<file path="config.mk">
export PLATFORM = sky130hd
export DESIGN_NAME = rbt_top
export DESIGN_NICKNAME = d
export VERILOG_FILES = /design/src/rbt_pkg.sv /design/src/rbt_skid.sv /design/src/rbt_top.sv
export VERILOG_INCLUDE_DIRS = /design/src /design/src/src
export SDC_FILE = /design/constraint.sdc
export NUM_CORES = 1
export LEC_CHECK = 0
export ABC_AREA = 0
export BUFFER_PORTS_ARGS = -buffer_cell sky130_fd_sc_hd__clkbuf_2
export CAP_MARGIN = 20
export CORE_UTILIZATION = 55
export CTS_CLUSTER_DIAMETER = 40
export DETAILED_ROUTE_END_ITERATION = 7
export GPL_TIMING_DRIVEN = 0
export HOLD_SLACK_MARGIN = 0.06
export PLACE_DENSITY = 0.74
export SYNTH_ARGS = -nofsm -noshare
export SYNTH_HDL_FRONTEND = slang
export SYNTH_SLANG_ARGS = --single-unit
</file>
<file path="constraint.sdc">
create_clock -name clk_i -period 14.7 [get_ports clk_i]
set_clock_uncertainty 0.1 [all_clocks]
set_input_delay 0 -clock clk_i [delete_from_list [all_inputs] [get_ports clk_i]]
set_output_delay 0 -clock clk_i [all_outputs]
set_load 0.02 [all_outputs]
</file>
<file path="src/rbt_defines.svh">
/*
  Constants of the registered bus transceiver: data width, pin-control
  bit positions and reset values. Included by the package and modules.
*/
`ifndef RBT_DEFINES_SVH
`define RBT_DEFINES_SVH

// Data word width of each port
`define RBT_W 18
// Number of sampled control pins
`define RBT_NCTRL 8
// Control bit positions in the sampled control vector
`define RBT_FWD_OE 0
`define RBT_REV_OE_N 1
`define RBT_FWD_LE 2
`define RBT_REV_LE 3
`define RBT_FWD_CLK 4
`define RBT_REV_CLK 5
`define RBT_A_DRV 6
`define RBT_B_DRV 7
// Reset value of the control samples: reverse enable off (high)
`define RBT_CTRL_RST 8'h02
// Reset value of data words
`define RBT_DATA_RST 18'h00000
// Buffer depth and reset count
`define RBT_DEPTH 2
`define RBT_CNT_RST 2'h0

`endif

</file>
<file path="src/rbt_pkg.sv">
/*
  Types of the registered bus transceiver: the packed state structs of
  the top module and of the two-entry buffer. Assumes rbt_defines.svh.
*/
`include "rbt_defines.svh"

package rbt_pkg;

  typedef logic [`RBT_W-1:0] rbt_word_t;

  // State of the two-entry buffer
  typedef struct packed {
    rbt_word_t [`RBT_DEPTH-1:0] mem;
    logic                       wr;
    logic                       rd;
    logic [1:0]                 cnt;
  } rbt_skid_s;

  // State of the transceiver top
  typedef struct packed {
    rbt_word_t              a_s1;
    rbt_word_t              a_s2;
    rbt_word_t              b_s1;
    rbt_word_t              b_s2;
    logic [`RBT_NCTRL-1:0]  c_s1;
    logic [`RBT_NCTRL-1:0]  c_s2;
    logic [`RBT_NCTRL-1:0]  c_s3;
    rbt_word_t              a_hold;
    rbt_word_t              b_hold;
    rbt_word_t              fwd_store;
    rbt_word_t              rev_store;
    logic                   fwd_new;
    logic                   rev_new;
    rbt_word_t              b_out;
    logic                   b_oe;
    rbt_word_t              a_out;
    logic                   a_oe;
  } rbt_top_s;

endpackage

</file>
<file path="src/rbt_skid.sv">
/*
  Two-entry buffer with valid and ready on both sides.
  Assumes a synchronous reset copy from the top and one clock.
*/
`timescale 1ns/1ns
`include "rbt_defines.svh"

module rbt_skid
  import rbt_pkg::*;
(
  // Clock and reset
  input  wire logic      clk_i,
  input  wire logic      rst_n_i,
  // Filling side
  input  wire logic      in_valid_i,
  output logic           in_ready_o,
  input  wire rbt_word_t in_data_i,
  // Draining side
  output logic           out_valid_o,
  input  wire logic      out_ready_i,
  output rbt_word_t      out_data_o
);

  rbt_skid_s s_q;   // Registered state
  rbt_skid_s s_d;   // Next state
  logic      push;  // Word taken in
  logic      pop;   // Word handed out

  // Full and empty come from the count
  assign in_ready_o  = (s_q.cnt != 2'h2);
  assign out_valid_o = (s_q.cnt != 2'h0);
  assign out_data_o  = s_q.mem[s_q.rd];

  // Next state: write on push, advance read on pop
  always_comb begin
    s_d  = s_q;
    push = in_valid_i && in_ready_o;
    pop  = out_valid_o && out_ready_i;
    if (push) begin
      s_d.mem[s_d.wr] = in_data_i;
      s_d.wr          = ~s_q.wr;
    end
    if (pop) begin
      s_d.rd = ~s_q.rd;
    end
    // Count moves only when one side acts alone
    if (push && !pop) begin
      s_d.cnt = s_q.cnt + 2'h1;
    end else if (pop && !push) begin
      s_d.cnt = s_q.cnt - 2'h1;
    end
  end

  // State register
  always_ff @(posedge clk_i or negedge rst_n_i) begin
    if (!rst_n_i) begin
      s_q <= '{mem: '0, wr: 1'b0, rd: 1'b0, cnt: `RBT_CNT_RST};
    end else begin
      s_q <= s_d;
    end
  end

endmodule

</file>
<file path="src/rbt_top.sv">
/*
  Registered 18-bit bus transceiver between an A port and a B port,
  modelled on a system clock. Each direction has a combined latch and
  capture register, a two-entry buffer and a registered output stage.
  Assumes all pins come from outside the clock domain; sink ready inputs
  come from logic on clk_i. The wire level is resolved outside from the
  output enables.
*/
`timescale 1ns/1ns
`include "rbt_defines.svh"

module rbt_top
  import rbt_pkg::*;
#(
  parameter bit BUS_HOLD = 1'b1  // Bus-hold variant present
)
(
  // Clock and reset
  input  wire logic      clk_i,
  input  wire logic      resetn_i,
  // Port A pin
  input  wire rbt_word_t a_i,
  output rbt_word_t      a_o,
  output logic           a_oe_o,
  input  wire logic      a_ext_drive_i,
  // Port B pin
  input  wire rbt_word_t b_i,
  output rbt_word_t      b_o,
  output logic           b_oe_o,
  input  wire logic      b_ext_drive_i,
  // Control pins
  input  wire logic      fwd_output_enable_i,
  input  wire logic      rev_output_enable_n_i,
  input  wire logic      fwd_latch_enable_i,
  input  wire logic      rev_latch_enable_i,
  input  wire logic      fwd_capture_clock_i,
  input  wire logic      rev_capture_clock_i,
  // Receivers ready to take a new output word
  input  wire logic      fwd_sink_ready_i,
  input  wire logic      rev_sink_ready_i
);

  logic      rst_s1_q;   // Reset release, first stage
  logic      rst_n_q;    // Reset release used by the design
  rbt_top_s  s_q;        // Registered state
  rbt_top_s  s_d;        // Next state
  logic      fwd_rdy;    // Forward buffer can take a word
  logic      rev_rdy;    // Reverse buffer can take a word
  logic      fwd_ov;     // Forward buffer holds a word
  logic      rev_ov;     // Reverse buffer holds a word
  rbt_word_t fwd_od;     // Forward buffer head
  rbt_word_t rev_od;     // Reverse buffer head
  logic      fwd_rise;   // Forward capture clock rising edge
  logic      rev_rise;   // Reverse capture clock rising edge

  // Combined latch and capture register step
  function automatic rbt_word_t rbt_step(input logic le, input logic rise,
                                         input rbt_word_t d, input rbt_word_t cur);
    rbt_step = (le || rise) ? d : cur;
  endfunction

  // Reset release through two flip-flops
  always_ff @(posedge clk_i or negedge resetn_i) begin
    if (!resetn_i) begin
      rst_s1_q <= 1'b0;
      rst_n_q  <= 1'b0;
    end else begin
      rst_s1_q <= 1'b1;
      rst_n_q  <= rst_s1_q;
    end
  end

  // Edges are seen between the second and third control stages
  assign fwd_rise = s_q.c_s2[`RBT_FWD_CLK] && !s_q.c_s3[`RBT_FWD_CLK];
  assign rev_rise = s_q.c_s2[`RBT_REV_CLK] && !s_q.c_s3[`RBT_REV_CLK];

  // Next state of synchronisers, storage and output stages
  always_comb begin
    s_d = s_q;
    // Pin synchronisers
    s_d.a_s1 = a_i;
    s_d.a_s2 = s_q.a_s1;
    s_d.b_s1 = b_i;
    s_d.b_s2 = s_q.b_s1;
    s_d.c_s1 = {b_ext_drive_i, a_ext_drive_i, rev_capture_clock_i, fwd_capture_clock_i,
                rev_latch_enable_i, fwd_latch_enable_i, rev_output_enable_n_i, fwd_output_enable_i};
    s_d.c_s2 = s_q.c_s1;
    s_d.c_s3 = s_q.c_s2;
    // Input level keeper: follows only while driven in the hold variant
    if (!BUS_HOLD || s_q.c_s2[`RBT_A_DRV]) begin
      s_d.a_hold = s_q.a_s2;
    end
    if (!BUS_HOLD || s_q.c_s2[`RBT_B_DRV]) begin
      s_d.b_hold = s_q.b_s2;
    end
    // Forward storage; held while the buffer is full
    if (fwd_rdy) begin
      s_d.fwd_store = rbt_step(s_q.c_s2[`RBT_FWD_LE], fwd_rise, s_q.a_hold, s_q.fwd_store);
      s_d.fwd_new   = (s_d.fwd_store != s_q.fwd_store);
    end
    // Reverse storage, its own register
    if (rev_rdy) begin
      s_d.rev_store = rbt_step(s_q.c_s2[`RBT_REV_LE], rev_rise, s_q.b_hold, s_q.rev_store);
      s_d.rev_new   = (s_d.rev_store != s_q.rev_store);
    end
    // Output stages take the buffer head when the receiver is ready
    if (fwd_ov && fwd_sink_ready_i) begin
      s_d.b_out = fwd_od;
    end
    if (rev_ov && rev_sink_ready_i) begin
      s_d.a_out = rev_od;
    end
    // Output enables touch only their own port drivers
    s_d.b_oe = s_q.c_s2[`RBT_FWD_OE];
    s_d.a_oe = !s_q.c_s2[`RBT_REV_OE_N];
  end

  // State register
  always_ff @(posedge clk_i or negedge rst_n_q) begin
    if (!rst_n_q) begin
      s_q <= '{a_s1: `RBT_DATA_RST, a_s2: `RBT_DATA_RST, b_s1: `RBT_DATA_RST,
               b_s2: `RBT_DATA_RST, c_s1: `RBT_CTRL_RST, c_s2: `RBT_CTRL_RST,
               c_s3: `RBT_CTRL_RST, a_hold: `RBT_DATA_RST, b_hold: `RBT_DATA_RST,
               fwd_store: `RBT_DATA_RST, rev_store: `RBT_DATA_RST, fwd_new: 1'b0,
               rev_new: 1'b0, b_out: `RBT_DATA_RST, b_oe: 1'b0,
               a_out: `RBT_DATA_RST, a_oe: 1'b0};
    end else begin
      s_q <= s_d;
    end
  end

  // Forward buffer between storage and B output stage
  rbt_skid u_fwd_buf (
    .clk_i       (clk_i),
    .rst_n_i     (rst_n_q),
    .in_valid_i  (s_q.fwd_new),
    .in_ready_o  (fwd_rdy),
    .in_data_i   (s_q.fwd_store),
    .out_valid_o (fwd_ov),
    .out_ready_i (fwd_sink_ready_i),
    .out_data_o  (fwd_od)
  );

  // Reverse buffer between storage and A output stage
  rbt_skid u_rev_buf (
    .clk_i       (clk_i),
    .rst_n_i     (rst_n_q),
    .in_valid_i  (s_q.rev_new),
    .in_ready_o  (rev_rdy),
    .in_data_i   (s_q.rev_store),
    .out_valid_o (rev_ov),
    .out_ready_i (rev_sink_ready_i),
    .out_data_o  (rev_od)
  );

  // Pin outputs straight from flip-flops
  assign a_o    = s_q.a_out;
  assign a_oe_o = s_q.a_oe;
  assign b_o    = s_q.b_out;
  assign b_oe_o = s_q.b_oe;

  // B drivers follow the synchronised forward enable one cycle later
  b_enable_a : assert property (@(posedge clk_i) disable iff (!rst_n_q)
    $rose(s_q.c_s2[`RBT_FWD_OE]) |=> b_oe_o)
    else $error("B enable did not follow forward enable");

  // A drivers on when the reverse enable is low
  a_enable_a : assert property (@(posedge clk_i) disable iff (!rst_n_q)
    ##1 (a_oe_o == !$past(s_q.c_s2[`RBT_REV_OE_N])))
    else $error("A enable polarity wrong");

  // Transparent forward path copies held A data
  fwd_transp_a : assert property (@(posedge clk_i) disable iff (!rst_n_q)
    (s_q.c_s2[`RBT_FWD_LE] && fwd_rdy) |=> (s_q.fwd_store == $past(s_q.a_hold)))
    else $error("Forward store not transparent");

  // Forward storage holds without enable or edge
  fwd_hold_a : assert property (@(posedge clk_i) disable iff (!rst_n_q)
    (!s_q.c_s2[`RBT_FWD_LE] && !fwd_rise) |=> $stable(s_q.fwd_store))
    else $error("Forward store changed while latched");

  // Forward capture on a rising clock edge
  fwd_capture_a : assert property (@(posedge clk_i) disable iff (!rst_n_q)
    (!s_q.c_s2[`RBT_FWD_LE] && s_q.c_s2[`RBT_FWD_CLK] && !s_q.c_s3[`RBT_FWD_CLK] && fwd_rdy)
    |=> (s_q.fwd_store == $past(s_q.a_hold)))
    else $error("Forward capture missed");

  // Reverse transparent path copies held B data
  rev_transp_a : assert property (@(posedge clk_i) disable iff (!rst_n_q)
    (s_q.c_s2[`RBT_REV_LE] && rev_rdy) |=> (s_q.rev_store == $past(s_q.b_hold)))
    else $error("Reverse store not transparent");

  // Reverse storage untouched by forward activity
  rev_indep_a : assert property (@(posedge clk_i) disable iff (!rst_n_q)
    (!s_q.c_s2[`RBT_REV_LE] && !rev_rise) |=> $stable(s_q.rev_store))
    else $error("Reverse store disturbed");

  // Released A input keeps its level
  a_keep_a : assert property (@(posedge clk_i) disable iff (!rst_n_q)
    (BUS_HOLD && !s_q.c_s2[`RBT_A_DRV]) |=> $stable(s_q.a_hold))
    else $error("A input level not kept");

  // B output word appears only from a buffer pop
  b_data_a : assert property (@(posedge clk_i) disable iff (!rst_n_q)
    !(fwd_ov && fwd_sink_ready_i) |=> $stable(b_o))
    else $error("B output changed without a pop");

endmodule

</file>
==> Yosys cells after proc, flatten, opt, wreduce, memory -nomap -nowiden <==
Index checks and enable logic that the tools add are counted.
{ "classes": {"n_reduce_logical": 25, "div": 0, "addsub": 4, "magnitude_cmp": 6, "multipliers": 0, "shift": 0, "bitwise_logic": 4, "muxes": 16, "eq_ne": 4} }
{ "ops": {"columns": ["cell", "n"], "rows": [
  ["18-bit two-way mux", 8],
  ["36-bit bitwise mux", 2],
  ["18-bit demux with 1-bit select", 2],
  ["18-bit != test", 2],
  ["1-bit logical AND", 12],
  ["1-bit by 2-bit < comparator with 1-bit output (second input constant)", 4],
  ["2-bit two-way mux", 4],
  ["2-bit nonzero test", 4],
  ["1-bit logical NOT", 7],
  ["2-bit by 1-bit adder with 2-bit output (second input constant)", 2],
  ["2-bit != test (second input constant)", 2],
  ["1-bit NOT", 4],
  ["2-bit by 1-bit subtractor with 2-bit output (second input constant)", 2],
  ["1-bit >= comparator (second input constant)", 2],
  ["1-bit logical OR", 2]
]} }
{ "totals": {"romBits": 0, "reg_bits": 288, "elab_cells": 88, "n_memories": 0, "mem_bits_rw": 0, "output_inout_bits": 38, "in_bits": 48, "latch_bits": 0} }

==> Depth between registers and ports, before layout <==
Gate-level depths: netlist (run 1).
{ "depth": {"ltp_word": 6, "mapped_depth": 7, "depth_no_buf": 7} }

==> By module <==
From an unflattened synthesis (run 1), not the netlist that was laid out.
{ "unflattened": {"cells_unflattened": 642, "hier_area_um2": 10958.0} }
{ "by_module_without_submodules": {"columns": ["mod", "cells_per_inst", "seq_area_each_um2", "area_per_inst_um2", "n_inst"], "rows": [
  ["rbt_top", 416, 5107.4, 7226.9, 1],
  ["rbt_skid (u_rev_buf)", 113, 1001.0, 1868.0, 1],
  ["rbt_skid (u_fwd_buf)", 113, 1001.0, 1863.0, 1]
]} }

==> Worst setup path after synthesis (run 1) <==
OpenSTA, ideal clock, no wires.
{ "synth_path": {"path_type": "reg-to-reg", "startpoint": "register u_rev_buf.s_q[1] in the netlist's numbering", "endpoint": "register u_rev_buf.s_q[1] in the netlist's numbering", "synth_period_minus_slack_ps": 1898, "n_path_buf": 2, "path_slack_ps": 12802, "stages_incl_launch_ff": 8, "required_ps": 14473, "arrival_time_ps": 1671, "setup_time_ps": 127, "path_cell_list": "dfrtp_1 -> o21ai_0 -> clkbuf_1 -> clkbuf_1 -> ha_1 -> xor2_1 -> nor2_1 -> xor2_1"} }
{ "synth_between": {"elab_chain_cells": 5, "word_cells_on_any_way": 13, "classes_between": "add/sub: 2; eq/ne: 1; mux: 2; reduce/logical: 8"} }
{ "synth_rtl": {"columns": ["element", "line_no", "rtl"], "rows": [
  ["start, declared", "rbt_skid.sv:24", "rbt_skid_s s_q;"],
  ["start signal, assigned", "rbt_skid.sv:57", "s_q <= '{mem: '0, wr: 1'b0, rd: 1'b0, cnt: `RBT_CNT_RST};"],
  ["branches (longest 5 deep; another with 2-bit by 1-bit subtractor with 2-bit output)", null, null]
]} }
Parallel ways; which one is timed is not known. The select of a mux whose other input is x is not followed.
A chain may end at the register's enable or synchronous reset.

==> Worst setup path after layout (run 1) <==
{ "layout_path": {"startpoint": "register u_fwd_buf.s_q[0] in the netlist's numbering", "endpoint": "register u_fwd_buf.s_q[1] in the netlist's numbering"} }
{ "layout_between": {"elab_chain_cells": 5, "word_cells_on_any_way": 13, "classes_between": "add/sub: 2; eq/ne: 1; mux: 2; reduce/logical: 8"} }
{ "layout_rtl": {"columns": ["element", "line_no"], "rows": [
  ["start, declared", "rbt_skid.sv:24"],
  ["start signal, assigned", "rbt_skid.sv:57"],
  ["branches (longest 5 deep; another with 2-bit by 1-bit subtractor with 2-bit output)", null]
]} }
Parallel ways; which one is timed is not known. The select of a mux whose other input is x is not followed.

==> impl_metrics.py, run 1 <==
metrics = {
    "critical_path": {
        "cp.arrival_ns": 2.56,
        "crit_buf_inv": 2,
        "critPathCaptureType": "flop",
        "critPathMaxFanout": 10,
        "reg2reg_to": "u_fwd_buf.s_q[1]",
        "rrSetupSlack_ns": 12.44,
        "start_kind": "flop",
        "r2r-start": "u_fwd_buf.s_q[0]",
        "crit_path_top_delay_cell": "dfrtp_1",
        "cp_num_cells": 6,
        "crit_family": "buffers and inverters",
        "critical_path_required_ns": 15.00,
        "crit_chain": "o21ai_0 > clkbuf_1 > clkbuf_1 > ha_1 > nor2_1 > xor2_1",
        "critPathCapture": "u_fwd_buf.s_q[1]",
        "cp-startpoint": "u_fwd_buf.s_q[0]",
        "cpMostUsedCell": "clkbuf_1",
        "path_class": "flop to flop",
        "reg2reg_depth": 6,
        "slowest_delay_ns": 0.43,
    },
    "synthesis": {
        "yosysSeqAreaShare": 0.6767,
        "synthXorXnorAreaFrac": 0.03751,
        "ys_types": 31,
        "synth-adder-area-share": 0.002382,
        "ys_seq_elements": 284,
        "synth_nets": 730,
        "yosysTopAreaCellShare": 0.6717,
        "yosys.area_share.simple": 0.03096,
        "syn_avg_cell_area_um2": 15.45,
        "yosysWarnings": 0,
        "synth_area_um2": 10510,
        "synth_top_cell_by_area": "dfrtp_1",
        "synth.area.top_cells": "dfrtp_1 67%, mux2_2 14%, mux2i_1 3.4%",
        "synth-compound-area-share": 0.02120,
        "synthMuxAreaShare": 0.1919,
        "synth_top_family_by_area": "multiplexers",
        "syn-instance-count": 680,
    },
    "route": {
        "drc": 0,
        "postRouteAntennaNets": 0,
        "drtPass1Iterations": 4,
        "wirelength_um": 18820,
        "wl_per_cell_um": 16.40,
        "drt_iter0_drc": 206,
        "viasPerCell": 5.061,
        "num_vias": 5810,
    },
    "timing": {
        "rsz0062_at_grt": "no",
        "worst_slew_pin_slew_ns": 0.5561,
        "period_needed_ns": 2.257,
        "hold_viol": 0,
        "slew_viol_final": 0,
        "fin_setup_tns_ns": 0,
        "max_clock_freq_mhz": 443.1,
        "setup_viol": 0,
        "fin_ws_ns": 12.44,
        "relSlewSlack": 0.6293,
        "fin_crit_sh": 0.1535,
    },
    "clock_tree": {
        "cts_setup_buffers": 0,
        "cts-root-buf": "clkbuf_16",
        "clockBufferDepth": 3,
        "cts_tree": "yes",
        "htreeDepth": 2,
        "cts_buffers": 34,
        "clkSinkCount": 284,
        "cts_resized": 0,
        "clk_pin_slew_ns": 0.06,
        "insertion_delay_ns": 0.50,
    },
    "grt": {
        "grt_max_degree": 79,
        "overflow": 0,
        "grtUsageTotal": 0.2092,
        "antenna_found_initial": 0,
        "first_global_vias": 6361,
        "grt_pass1_wl_um": 32300,
    },
    "pwr": {
        "leakage_nw": 6.093,
        "ir_worst_vdd_mv": 0.1175,
        "power_density_nw_per_um2": 216.2,
    },
    "floorplan": {
        "start_util": 0.5617,
        "io_pins": 86,
        "die_area_um2": 19660,
        "core_region_area_um2": 18710,
        "die_x_um": 140.2,
        "die_h_um": 140.2,
        "rows": 50,
    },
    "layout": {
        "area_delta_synth_final_pct": 26.90,
        "drive_gt1_frac": 0.3807,
        "fill_cells": 1173,
        "layout.nets": 943,
        "diodes": 0,
    },
    "place": {
        "port_buffers": 85,
        "place_ws_ns": 12.47,
        "hpwl_um": 11830,
        "place_congestion": 0.7453,
    },
    "run_status": {
        "status": "finished, final reports clean",
    },
    "hold_path": {
        "hold_path.class": "input pin to flop",
    },
    "flow_run": {
        "maxCapViolCount": 0,
    },
}
## cell type report
cell class / count / area (um2) / share of cell area
Multi-Input combinational cell: 334 / 2987 / 0.2240
Clock buffer: 40 / 904.6 / 0.06785
Buffer: 59 / 399.1 / 0.02994
Inverter: 3 / 11.26 / 0.0008446
Tap cell: 234 / 292.8 / 0.02196
Clock inverter: 17 / 224.0 / 0.01680
Timing Repair Buffer: 177 / 1401 / 0.1051
Sequential cell: 284 / 7113 / 0.5335
## routing by layer
metal / vias to the layer above / track usage / part of all wire
met3: 29 / 0.04000 / 0.041
met5: - / 0 / 0
met2: 122 / 0.3297 / 0.47
met4: 0 / 0.06015 / 0.017
li1: 2718 / - / -
met1: 2941 / 0.2994 / 0.47
## per-stage QoR
stage | power [mW] | std cells | area, um2 | hold WS, ns | utilization
4_1_cts | 2.906 | 1148 | 13330 | 0.06177 | 0.7128
3_5_place_dp | 2.045 | 1003 | 11320 | -0.3108 | 0.6054
2_1_floorplan | 1.820 | 680 | 10510 | -0.3956 | -
5_1_grt | 3.050 | 1148 | 13330 | 0.06329 | 0.7128
3_3_place_gp | 1.983 | 999 | 11220 | -0.3142 | 0.6001
6_report | 2.883 | 1148 | 13330 | 0.07077 | 0.7128
## worst min path at each step
stage / cells past startpoint / startpoint / slack [ns] / end
after floorplan: 0 / resetn_i / -0.40 / rst_n_q
after global placement: 1 / resetn_i / -0.31 / rst_s1_q
after detailed placement: 1 / resetn_i / -0.31 / rst_s1_q
after CTS: 2 / b_i[0] / 0.06 / s_d[136]
after global routing: 2 / rev_latch_enable_i / 0.06 / s_d[123]
final: 2 / b_i[5] / 0.07 / s_d[141]
## cells in the mapped netlist
master    count
buf_4        37
buf_6         1
nand3b_1      2
nor2b_1       2
dfstp_2       2
mux2_4        9
mux2_2      135
dfrtp_1     282
a22oi_1       2
ha_1          2
o21ai_2       2
nand2_1      39
nand2b_2      1
buf_12        1
inv_1         3
conb_1        1
nor3_1        2
nor2_1        2
mux2i_1      36
o21ai_0      38
xnor2_1      35
nand2_4       1
xor2_1       10
nand2b_4      1
nor4_1        2
nand3_2       2
buf_2        12
or2_1         1
nor2_4        1
clkbuf_1      8
nand4_1       8
## flip-flops by register name (all words and copies together), names as in the netlist
name	flops
b_o	18
u_fwd_buf.s_q	40
a_o	18
rst_s1_q	1
a_oe_o	1
u_rev_buf.s_q	40
s_d	52
rst_n_q	1
s_q	113
## worst register-to-register path: cells and delay by family, from the launching register on
kind	cells	cell delay [ns]
buf+inv	2	0.74
flops	1	0.43
fa+ha+maj	1	0.34
compound gates	1	0.24
xor+xnor	1	0.17
simple gates	1	0.15
## repair_timing
action,in CTS,in global routing
setup endpoints to repair,0,0
hold endpoints to repair,79,0
hold buffers,88,0
## power breakdown
part / switching, mW / internal (mW)
Clock: 0.315 / 0.515
Combinational: 0.376 / 0.467
Sequential: 0.185 / 1.02
## placed cells by master, fill, tap and decap left out, drive strengths merged, types with 3 or more instances in the layout
cell	n
dfrtp	282
mux2	144
clkbuf	133
dlygate4sd3	88
buf	55
nand2	40
o21ai	40
mux2i	36
xnor2	35
xor2	10
inv	9
nand4	8
clkinvlp	4
bufinv	4
nor2	3
clkinv	3
## logic make-up after synthesis
group / Yosys count
DFF: 284
xor gates and xnor gates: 45
other: 1
adders and majority gates: 2
muxes: 180
AOI/OAI and AO/OA: 42
buffers and inverters: 62
and+or+nand+nor: 64
No activity file was read; power rests on OpenSTA's default activity.
==> run 2, diff against run 1 <==
- clock period: 14.7 -> 2.1 ns (I/O delays scaled with it)
==> run 2 against run 1 <==
Net effect: sequential cell count stayed put; die area stayed put; final area is 0.16% higher; critical path depth is 1 lower; sequential power grew to 7.0 times the previous value; utilization is 0.11 points higher; global-route usage is 0.38 points higher; clock power grew to 6.8 times the previous value; routed wire length is 2.2% higher; via count is 0.48% higher; non-clock buffer count is 3 higher; clock-buffer cell count is 9 higher; critical endpoint is now u_fwd_buf.s_q[20]; largest cell class unchanged; highest routed layer unchanged.
==> impl_metrics.py, run 2 (same netlist as run 1, synthesis figures left out) <==
metrics = {
    "run_status": {
        "status": "finished, final reports clean",
    },
    "layout": {
        "drive_gt1_frac": 0.3804,
        "fill_cells": 1185,
        "layout.nets": 946,
        "final_cells": 1154,
        "largest_reg_flops": 113,
        "fin_area_um2": 13350,
        "top_register": "s_q",
        "area_delta_synth_final_pct": 27.11,
        "final_cell_mix": "281 x dfrtp_1, 135 x mux2_2, 91 x dlygate4sd3_1",
        "final_common_cell": "dfrtp_1",
        "diodes": 0,
    },
    "pwr": {
        "fin_total_pwr_mw": 20.01,
        "leakage_nw": 6.118,
        "p_sw_frac": 0.3026,
        "ir_worst_vdd_mv": 0.7621,
        "p_seq_frac": 0.424,
        "power.switching_mw": 6.054,
        "clkPwrFrac": 0.281,
        "power_density_nw_per_um2": 1498,
        "comb_power_share": 0.296,
        "internal-power_mw": 13.95,
    },
    "floorplan": {
        "io_pins": 86,
        "core_region_area_um2": 18710,
        "start_util": 0.5617,
        "die_x_um": 140.2,
        "die_area_um2": 19660,
        "die_h_um": 140.2,
        "rows": 50,
    },
    "grt": {
        "grt_pass1_wl_um": 32620,
        "first_global_vias": 6472,
        "grtUsageTotal": 0.2130,
        "overflow": 0,
        "grt_max_degree": 69,
        "antenna_found_initial": 0,
    },
    "critical_path": {
        "rrSetupSlack_ns": 0.11,
        "r2r-start": "u_fwd_buf.s_q[0]",
        "cp.arrival_ns": 2.24,
        "reg2reg_to": "u_fwd_buf.s_q[20]",
        "critPathCaptureType": "flop",
        "critPathMaxFanout": 10,
        "reg2reg_depth": 5,
        "path_class": "flop to flop",
        "start_kind": "flop",
        "critical_path_required_ns": 2.36,
    },
    "timing": {
        "hold_ws_ns": 0.08696,
        "rsz0062_at_grt": "no",
        "hold_viol": 0,
        "worst_slew_pin_slew_ns": 0.7452,
        "period_needed_ns": 1.986,
        "max_clock_freq_mhz": 503.5,
        "fin_crit_sh": 0.9457,
        "relSlewSlack": 0.5032,
        "setup_viol": 0,
        "fin_ws_ns": 0.1140,
        "slew_viol_final": 0,
    },
    "place": {
        "place_ws_ns": -0.1225,
        "hpwl_um": 11900,
        "place_area_um2": 11330,
        "placed_cells": 1003,
        "place_congestion": 0.7432,
        "port_buffers": 85,
    },
    "clock_tree": {
        "cts-root-buf": "clkbuf_16",
        "cts_setup_buffers": 0,
        "htreeDepth": 2,
        "clkSinkCount": 284,
        "insertion_delay_ns": 0.50,
        "cts_buffers": 34,
        "cts_tree": "yes",
        "clockBufferDepth": 3,
        "clk_pin_slew_ns": 0.06,
    },
    "hold_path": {
        "hold_path.class": "input pin to flop",
        "holdPathEnd": "s_d[123]",
        "whs_path_depth": 2,
        "holdCritStartpoint": "rev_latch_enable_i",
    },
    "route": {
        "wl_per_cell_um": 16.67,
        "viasPerCell": 5.059,
        "drtPass1Iterations": 4,
        "drt_iter0_drc": 253,
        "postRouteAntennaNets": 0,
        "wirelength_um": 19240,
        "drc": 0,
        "num_vias": 5838,
    },
    "flow_run": {
        "maxCapViolCount": 0,
    },
}
run 2: per-stage QoR:
stage	utilization	setup TNS, ns
after floorplan	-	-233.73
after global placement	0.6003	-408.13
after detailed placement	0.6058	-0.1738
after CTS	0.7136	0
after global routing	0.7139	0
final	0.7139	0
run 2: worst max-delay path by stage:
stage                                 from  slack, ns           endpoint
after global placement             rst_n_q      -1.47             b_o[1]
final                     u_fwd_buf.s_q[0]       0.11  u_fwd_buf.s_q[20]
after detailed placement  u_fwd_buf.s_q[0]      -0.12   u_fwd_buf.s_q[1]
after CTS                 u_fwd_buf.s_q[0]      0.003   u_fwd_buf.s_q[1]
after floorplan                    rst_n_q      -0.83             a_o[0]
after global routing      u_fwd_buf.s_q[0]      0.009   u_fwd_buf.s_q[1]
run 2: critical path, stage by stage (launching register included):
cell	delay, ns
dfrtp_1	0.43
nand2b_2	0.24
nand2_1	0.16
nor2_4	0.31
buf_4	0.26
mux2_2	0.35
run 2: area by class of cell:
class	count	area (um2)	share of cell area
plain buffers	59	406.6	0.03045
multi-input cells	334	2987	0.2236
inverters	3	11.26	0.0008432
clock buffers	49	978.4	0.07327
well taps	234	292.8	0.02192
flip-flops and latches	284	7113	0.5327
repair buffers	180	1439	0.1077
clock inverters	11	126.4	0.009463
run 2: per-layer routing:
layer	part of all wire	global-route usage
met1	0.46	0.2910
met2	0.49	0.3511
met3	0.037	0.04103
met4	0.018	0.06073
met5	0	0
run 2: what timing repair did:
action | in CTS | in global routing
hold endpoints to repair | 72 | 0
gates resized for setup | 2 | 7
hold buffers | 91 | 0
endpoints found under the setup margin | 3 | 3
run 2: power by group through the flow:
stage	registers (mW)	clock network [mW]	logic, mW
floorplan	8.13	0	4.61
global placement	8.44	0	5.44
detailed placement	8.55	0	5.77
CTS	8.47	5.72	5.97
global route	8.69	6.01	6.44
finish	8.48	5.62	5.91
